### src/pkg/osr_defs.vh
// Purpose: Constants for the operation status register group
// Assumes: Included by bare name from hdl/ and dv/ files
// Notes: Command codes are local choices; bit positions follow the register layout
`ifndef OSR_DEFS_VH
`define OSR_DEFS_VH

// Register width
`define OSR_WIDTH 16

// Host command codes on the command port
`define OSR_CMD_NONE 3'h0
`define OSR_CMD_READ_COND 3'h1
`define OSR_CMD_WRITE_MASK 3'h2
`define OSR_CMD_READ_MASK 3'h3
`define OSR_CMD_READ_EVENTS 3'h4
`define OSR_CMD_PRESET 3'h5

// Operation register bit positions
`define OSR_BIT_AUX0 0
`define OSR_BIT_AUX5 5
`define OSR_BIT_VOLT_MODE 8
`define OSR_BIT_CURR_MODE 10

// Implemented bits (1 + 32 + 256 + 1024 = 1313)
`define OSR_OPER_MASK 16'h0521

// Questionable condition bit positions
`define OSR_QBIT_VOLT_MODE 0
`define OSR_QBIT_CURR_MODE 1
`define OSR_QBIT_VOLT_ERR 12
`define OSR_QBIT_CURR_ERR 13
`define OSR_QUES_MASK 16'h3003

// Reset values
`define OSR_RESET_VALUE 16'h0000

`endif

### src/hdl/osr_edge_latch.v
// Purpose: Rising-edge event latch with clear-on-read
// Assumes: Conditions are synchronous to mclk
// Notes: A new event in the clear cycle survives the clear
`timescale 1ns/1ps
`default_nettype none
`include "osr_defs.vh"
module osr_edge_latch #(
    parameter WIDTH = 16
) (
    // Clock and reset
    input wire mclk,
    input wire arst_n,
    // Condition and control
    input wire [WIDTH-1:0] condBits,
    input wire clearAll,
    // Latched events
    output reg [WIDTH-1:0] eventBits
);
    reg [WIDTH-1:0] condLast;
    wire [WIDTH-1:0] riseBits;

    // Rising edges of the live condition
    assign riseBits = condBits & ~condLast;

    // Set wins over the clear so no event is dropped
    always @(posedge mclk or negedge arst_n) begin
        if (!arst_n) begin
            condLast <= {WIDTH{1'b0}};
            eventBits <= {WIDTH{1'b0}};
        end else begin
            condLast <= condBits;
            eventBits <= (clearAll ? {WIDTH{1'b0}} : eventBits) | riseBits;
        end
    end
endmodule
`default_nettype wire

### src/hdl/osr_pin_sync.v
// Purpose: Two-flop synchroniser for a bus of status pins
// Assumes: Each bit is an independent level
// Notes: First stage feeds only the second stage
`timescale 1ns/1ps
`default_nettype none
module osr_pin_sync #(
    parameter WIDTH = 4
) (
    // Clock and reset
    input wire mclk,
    input wire arst_n,
    // Asynchronous levels in, synchronised out
    input wire [WIDTH-1:0] asyncIn,
    output reg [WIDTH-1:0] syncOut
);
    reg [WIDTH-1:0] stageOne;

    // Metastability guard
    always @(posedge mclk or negedge arst_n) begin
        if (!arst_n) begin
            stageOne <= {WIDTH{1'b0}};
            syncOut <= {WIDTH{1'b0}};
        end else begin
            stageOne <= asyncIn;
            syncOut <= stageOne;
        end
    end
endmodule
`default_nettype wire

### src/hdl/osr_status_group.v
// Purpose: Operation status register group with summary bit
// Assumes: Host commands arrive as one-cycle strobes on mclk
// Notes: Questionable condition kept only as far as preset needs
`timescale 1ns/1ps
`default_nettype none
`include "osr_defs.vh"

// Operation
// - Condition register reflects live operating state, unlatched.
// - Bit 10 is current mode, bit 8 voltage mode.
// - Returned values only use bits weighted 1, 32, 256, 1024.
// - A one means active or enabled; host masks use same polarity.
// - Mask write stores value and gates events into summary.
// - Summary bit 7 is OR of enabled event bits.
// - Mask query returns the stored mask exactly.
// - Event register is read-only; rising edges latch until read.
// - Event read returns contents then clears them.
// - Preset zeroes operation and questionable condition registers.
// - Questionable bits: 13 current error, 12 voltage error, 1, 0 modes.
module osr_status_group #(
    parameter WIDTH = `OSR_WIDTH
) (
    // Clock and reset
    input wire mclk,
    input wire arst_n,
    // Operating state pins
    input wire currentModeIn,
    input wire voltageModeIn,
    input wire aux0In,
    input wire aux5In,
    input wire currentErrIn,
    input wire voltageErrIn,
    // Host command port
    input wire cmdValid,
    input wire [2:0] cmdCode,
    input wire [WIDTH-1:0] cmdData,
    // Host answer port
    output reg rspValid,
    output reg [WIDTH-1:0] rspData,
    // Status byte summaries and questionable view
    output wire operSummary,
    output reg [WIDTH-1:0] quesCondition,
    output wire [WIDTH-1:0] quesEvents
);
    wire [5:0] pinsSync;
    reg presetHold;
    reg [WIDTH-1:0] operCondition;
    reg [WIDTH-1:0] operMask;
    wire [WIDTH-1:0] operEvents;
    wire [WIDTH-1:0] liveOper;
    wire [WIDTH-1:0] liveQues;
    wire cmdPreset;
    wire cmdEvtRead;
    wire cmdMaskWrite;
    reg quesReadPulse;

    // Pins come from the analog side, so synchronise first
    osr_pin_sync #(.WIDTH(6)) pinSync (
        .mclk(mclk),
        .arst_n(arst_n),
        .asyncIn({voltageErrIn, currentErrIn, aux5In, aux0In, voltageModeIn, currentModeIn}),
        .syncOut(pinsSync)
    );

    // Decoded command strobes
    assign cmdPreset = cmdValid && (cmdCode == `OSR_CMD_PRESET);
    assign cmdEvtRead = cmdValid && (cmdCode == `OSR_CMD_READ_EVENTS);
    assign cmdMaskWrite = cmdValid && (cmdCode == `OSR_CMD_WRITE_MASK);

    // Live operation word, only implemented weights
    assign liveOper = ({{(WIDTH-1){1'b0}}, pinsSync[0]} << `OSR_BIT_CURR_MODE)
        | ({{(WIDTH-1){1'b0}}, pinsSync[1]} << `OSR_BIT_VOLT_MODE)
        | ({{(WIDTH-1){1'b0}}, pinsSync[2]} << `OSR_BIT_AUX0)
        | ({{(WIDTH-1){1'b0}}, pinsSync[3]} << `OSR_BIT_AUX5);

    // Live questionable word
    assign liveQues = ({{(WIDTH-1){1'b0}}, pinsSync[4]} << `OSR_QBIT_CURR_ERR)
        | ({{(WIDTH-1){1'b0}}, pinsSync[5]} << `OSR_QBIT_VOLT_ERR)
        | ({{(WIDTH-1){1'b0}}, pinsSync[0]} << `OSR_QBIT_CURR_MODE)
        | ({{(WIDTH-1){1'b0}}, pinsSync[1]} << `OSR_QBIT_VOLT_MODE);

    // Preset forces conditions to zero until the live word differs from them,
    // so any active pins come back as fresh edges two cycles after the preset
    always @(posedge mclk or negedge arst_n) begin
        if (!arst_n) begin
            presetHold <= 1'b0;
        end else if (cmdPreset) begin
            presetHold <= 1'b1;
        end else if (presetHold && ({liveOper, liveQues} != {operCondition, quesCondition})) begin
            presetHold <= 1'b0;
        end
    end

    // Condition registers follow the pins each cycle except while a preset or its hold zeroes them
    always @(posedge mclk or negedge arst_n) begin
        if (!arst_n) begin
            operCondition <= `OSR_RESET_VALUE;
            quesCondition <= `OSR_RESET_VALUE;
        end else if (cmdPreset) begin
            operCondition <= `OSR_RESET_VALUE;
            quesCondition <= `OSR_RESET_VALUE;
        end else if (presetHold) begin
            operCondition <= `OSR_RESET_VALUE;
            quesCondition <= `OSR_RESET_VALUE;
        end else begin
            operCondition <= liveOper & `OSR_OPER_MASK;
            quesCondition <= liveQues & `OSR_QUES_MASK;
        end
    end

    // Enable mask written by host
    always @(posedge mclk or negedge arst_n) begin
        if (!arst_n) begin
            operMask <= `OSR_RESET_VALUE;
        end else if (cmdMaskWrite) begin
            operMask <= cmdData & `OSR_OPER_MASK;
        end
    end

    // Operation event latch, cleared by the event query
    osr_edge_latch #(.WIDTH(WIDTH)) operLatch (
        .mclk(mclk),
        .arst_n(arst_n),
        .condBits(operCondition),
        .clearAll(cmdEvtRead),
        .eventBits(operEvents)
    );

    // Questionable latch only holds the two error bits, no host query here
    always @(posedge mclk or negedge arst_n) begin
        if (!arst_n) begin
            quesReadPulse <= 1'b0;
        end else begin
            quesReadPulse <= 1'b0;
        end
    end
    osr_edge_latch #(.WIDTH(WIDTH)) quesLatch (
        .mclk(mclk),
        .arst_n(arst_n),
        .condBits(quesCondition & (16'h0001 << `OSR_QBIT_CURR_ERR | 16'h0001 << `OSR_QBIT_VOLT_ERR)),
        .clearAll(quesReadPulse),
        .eventBits(quesEvents)
    );

    // Summary bit 7 of the status byte
    assign operSummary = |(operEvents & operMask);

    // Answers: one cycle after the query, registered
    always @(posedge mclk or negedge arst_n) begin
        if (!arst_n) begin
            rspValid <= 1'b0;
            rspData <= `OSR_RESET_VALUE;
        end else begin
            rspValid <= 1'b0;
            if (cmdValid && cmdCode == `OSR_CMD_READ_COND) begin
                rspValid <= 1'b1;
                rspData <= operCondition & `OSR_OPER_MASK;
            end else if (cmdValid && cmdCode == `OSR_CMD_READ_MASK) begin
                rspValid <= 1'b1;
                rspData <= operMask;
            end else if (cmdEvtRead) begin
                rspValid <= 1'b1;
                rspData <= operEvents & `OSR_OPER_MASK;
            end
        end
    end
endmodule
`default_nettype wire

### config.mk
export PLATFORM = sky130hd
export DESIGN_NAME = osr_status_group
export DESIGN_NICKNAME = d
export VERILOG_FILES = /design/src/hdl/osr_edge_latch.v /design/src/hdl/osr_pin_sync.v /design/src/hdl/osr_status_group.v
export VERILOG_INCLUDE_DIRS = /design/src /design/src/pkg
export SDC_FILE = /design/constraint.sdc
export NUM_CORES = 1
export LEC_CHECK = 0
export BUFFER_PORTS_ARGS = -buffer_cell sky130_fd_sc_hd__buf_2
export CAP_MARGIN = 0
export CORE_MARGIN = 3
export CORE_UTILIZATION = 50
export DETAILED_ROUTE_END_ITERATION = 8
export HOLD_SLACK_MARGIN = 0.03
export PLACE_DENSITY = 0.84
export SYNTH_ARGS = -nofsm -noshare
export SYNTH_HDL_FRONTEND = slang
export SYNTH_SLANG_ARGS = --single-unit
export TNS_END_PERCENT = 30
### constraint.sdc
create_clock -name mclk -period 2.2 [get_ports mclk]
set_input_delay 0.22 -clock mclk [delete_from_list [all_inputs] [get_ports mclk]]
set_output_delay 0.22 -clock mclk [all_outputs]
set_load 0.01 [all_outputs]
Yosys cells after proc, flatten, opt, wreduce, memory -nomap -nowiden
Cells that the tools add are included.
- bits in registers: 116
- input bits: 28
- word-level logic and storage cells: 53
- eq/ne operators: 6
- mux-type cells: 13
- bitwise operators: 13
- reduce and logical (&&, ||, !) cells: 9
- operators by type and width (kind ; count):
    16-bit two-way mux ; 6
    27-bit by 32-bit inequality test with 1-bit output ; 1
    16-bit bitwise OR ; 2
    14-bit by 16-bit AND with 16-bit output ; 1
    16-bit by 11-bit AND with 16-bit output ; 1
    16-bit AND ; 1
    14-bit inverter with 16-bit output ; 1
    16-bit inverter ; 1
    16-bit OR reduction ; 1
    14-bit two-way mux ; 1
    14-bit by 1-bit bitwise OR with 14-bit output ; 1
    14-bit by 13-bit bitwise OR with 14-bit output ; 1
    14-bit by 2-bit bitwise OR with 14-bit output ; 1
    11-bit two-way mux ; 1
    11-bit by 1-bit bitwise OR with 11-bit output ; 1
    11-bit by 6-bit bitwise OR with 11-bit output ; 1
    11-bit by 9-bit bitwise OR with 11-bit output ; 1
    3-bit by 2-bit == test with 1-bit output (second input constant) ; 2
    3-bit == test (second input constant) ; 2
    1-bit logical AND ; 6
    1-bit two-way mux ; 5
    3-bit by 1-bit == test with 1-bit output (second input constant) ; 1
    3-bit nonzero test ; 1
    2-bit nonzero test ; 1

Depth between registers and ports, before layout
- depth after elaboration: 7
- gate-level depth with buffers: 4
- gate-level depth less buffers: 3

Modules after synthesis
Synthesis repeated with hierarchy kept, for this count alone.
- cells, all modules: 262
- area, all modules: 3519.6 um^2
- by module, submodules not included (module ; instances ; cells each ; area an instance (um^2)):
    osr_edge_latch ; 2 ; 82 ; 1109.8
    osr_status_group ; 1 ; 86 ; 999.7
    osr_pin_sync ; 1 ; 12 ; 300.3

Worst setup path after synthesis
Ideal clock, no wire load.
- path type: reg2reg
- start point: register operCondition[8]
- end point: register rspData[8]
- library setup time: 0.125 ns
- data arrival time: 1.158 ns
- required time: 2.075 ns
- path slack: 0.917 ns
- cell stages (with the launch flop): 4
- path through: dfrtp_1 mux2_4 mux2_2 mux2_4
- word-level cells in the longest chain between the ends: 1
- RTL lines (element ; line ; text):
    start: declaration ; osr_status_group.v:47 ; reg [WIDTH-1:0] operCondition;
    start signal: assignment ; osr_status_group.v:97 ; operCondition <= `OSR_RESET_VALUE;
    start signal: assignment ; osr_status_group.v:100 ; operCondition <= `OSR_RESET_VALUE;
    start signal: assignment ; osr_status_group.v:103 ; operCondition <= `OSR_RESET_VALUE;
    16-bit two-way mux ; osr_status_group.v:155 ; if (cmdValid && cmdCode == `OSR_CMD_READ_COND) begin
    end signal: assignment ; osr_status_group.v:157 ; rspData <= operCondition & `OSR_OPER_MASK;
    end signal: assignment ; osr_status_group.v:160 ; rspData <= operMask;
    end signal: assignment ; osr_status_group.v:163 ; rspData <= operEvents & `OSR_OPER_MASK;
    end: declaration ; osr_status_group.v:39 ; output reg [WIDTH-1:0] rspData,
Every way passes these cells.
A chain may end at the register's enable or synchronous reset.

Worst setup path in the final report
- start point: register operMask[8]
- end point: output port operSummary
- word-level cells in the longest chain between the ends: 2
- RTL lines (element ; line ; text):
    start: declaration ; osr_status_group.v:48 ; reg [WIDTH-1:0] operMask;
    start signal: assignment ; osr_status_group.v:114 ; operMask <= `OSR_RESET_VALUE;
    start signal: assignment ; osr_status_group.v:116 ; operMask <= cmdData & `OSR_OPER_MASK;
    16-bit by 11-bit AND with 16-bit output ; osr_status_group.v:146 ; assign operSummary = |(operEvents & operMask);
    16-bit OR reduction ; osr_status_group.v:146 ;
    end: declaration ; osr_status_group.v:41 ; output wire operSummary,
Every way passes these cells.

==> impl_metrics.ini <==
[logic_synthesis]
syn_area_sq_mm = 0.00179
yosys_warnings = 0
synth_area_per_cell_sq_um = 13.2
synthArstFlopShare_pct = 100
ys_ff_latch = 40
ys_types = 25
synthCells = 136
seq_area_frac_synth_pct = 55.8
synth_ff_type = dfrtp_1
synth_edf_count = 0

[grt]
grt_overflow_total = 0
grt_antenna_before_repair = 0
grtUsageTotal_pct = 12.9
grt_max_degree = 41
grt_pass1_vias = 922
grt_pass1_wl_um = 4110

[floorplan]
die_width_um = 65.9
rows = 21
die_area_sq_mm = 0.00434
core-area_sq_mm = 0.00339
die_y_um = 65.9
boundaryPins = 78
initial_core_util_pct = 52.9

[clocking]
cts_resized = 0
post_cts_buffers = 0
numCtsBuffers = 5
postCtsHoldBufs = 7
root_buffer = clkbuf_4
clk_pin_slew_ns = 0.11
clkSinkCount = 40
htree_levels = 2
cts.path.max_buffers = 2
insertion_delay_ns = 0.33
cts_tree = built

[detailed_routing]
via_count = 959
ant_nets = 0
drc = 0
avgViaCountPerCell = 4.38
drt_pass1_iterations = 4
drtIter0Drc = 38
avgRoutedWirePerCell_um = 12.5
wirelength_um = 2730

[pwr]
p_per_area_mw_per_mm2 = 743
fin_total_pwr_mw = 1.43
leakage_nw = 0.951
ir_drop_mv = 0.470

[layout]
drive_gt1_share_pct = 29.5
nets = 201
diodes = 0
instances_no_fill = 219
n_fill_cell = 287
regArea_sq_mm = 0.00100
area_growth_syn_to_layout_pct = 7.61
final_cell_mix = dfrtp_1 (40), conb_1 (38), buf_2 (27)
postLayoutCoreUtil_pct = 56.9
layout_commonest_cell = dfrtp_1
multiInputGateArea_sq_um = 597

[hold_path]
hp-class = in2reg
hold_depth = 2

[timing]
fin_skew_ns = 0.00579
hold_violations = 0
fin_setup_tns_ns = 0
max_freq_mhz = 711
rsz0062_at_grt = false
finalCriticalPeriod_ns = 1.41
finalSetupViolCount = 0
slew_violations = 0
period_share_pct = 63.9
worst_slew_pin_slew_ns = 0.843
slew_headroom_pct = 43.8
worst_slack_ns = 0.793

[critical_path]
end_kind = output port
startpoint_type = flip-flop
arrival_ns = 1.19
r2r_cells = 3
worstPathRequired_ns = 1.98
timing.rr.end = rspData[0]
worstPathMaxFanout = 3
r2r-start = operCondition[0]
r2r_slack_ns = 0.85
crit_path_end = operSummary
critPathKind = reg2out
cp-startpoint = operMask[8]

[placement]
place.port_buffers = 27
placed_cells = 205
routabilityCongestion = 0.758
place_hpwl_um = 1970
place_ws_ns = 0.810

[run]
drv_cap = 0

[status]
status = completed
where the power goes:
group / internal [mW] / leakage (nW) / total (mW) / switching, mW
Combinational: 0.128 / 0.466 / 0.246 / 0.118
Clock: 0.118 / 0.0281 / 0.333 / 0.215
Sequential: 0.806 / 0.457 / 0.854 / 0.0478
sequential cells by signal (all words and copies together), names as in the netlist, 3 cells and up:
register,cells
operLatch.eventBits,4
operLatch.condLast,4
pinSync.stageOne,6
operMask,4
quesCondition,3
pinSync.syncOut,6
operCondition,3
rspData,4
synthesized netlist by cell type, types with 2 or more instances:
library cell | count | area share, %
a21o_1 | 2 | 0.84
a22o_1 | 4 | 2.0
a22oi_1 | 2 | 0.84
and2_1 | 6 | 2.1
buf_4 | 40 | 17
dfrtp_1 | 40 | 56
inv_1 | 6 | 1.3
mux2_2 | 8 | 5.0
mux2_4 | 8 | 6.7
xnor2_1 | 3 | 1.5
xor2_1 | 3 | 1.5
per-layer routing:
layer  up-vias  GRT usage (%)  wire, um
met5         -              0         0
met4         0           5.44        18
met3         3           3.57       217
met2        47           22.2      1430
met1       464           14.9      1070
li1        445              -         -
per-stage QoR:
stage | area (sq um) | hold WS (ns)
after floorplan | 1930 | -0.0756
after global placement | 1810 | 0.328
after detailed placement | 1810 | 0.332
after CTS | 1930 | 0.0953
after global routing | 1930 | 0.0926
final | 1930 | 0.110
kinds of logic after synthesis:
kind of cell	after synthesis	synth area share, %
other cells	1	0.209
mux	16	11.7
compound gates	11	4.95
simple gates	15	5.72
buf+inv	47	18.6
xor+xnor	6	2.93
flops	40	55.8
area by class of cell:
type,instances,share of cell area (%)
repair buffers,34,10.6
clock buffers,6,2.14
inverters,6,1.17
multi-input cells,86,30.9
clock inverters,1,0.259
well taps,46,2.98
flip-flops and latches,40,51.9
worst max-delay path, cell delays in order, from the launching register on:
cell,delay [ns]
dfrtp_1,0.42
a22oi_1,0.22
nand2_1,0.08
buf_2,0.14
how the worst min path moves through the flow:
stage                       start             endpoint
floorplan                  arst_n     operCondition[0]
global placement    currentModeIn  pinSync.stageOne[0]
detailed placement         aux0In  pinSync.stageOne[2]
CTS                    cmdData[8]          operMask[8]
global route           cmdData[8]          operMask[8]
finish                 cmdData[8]          operMask[8]
No activity file was read; power rests on OpenSTA's default activity.
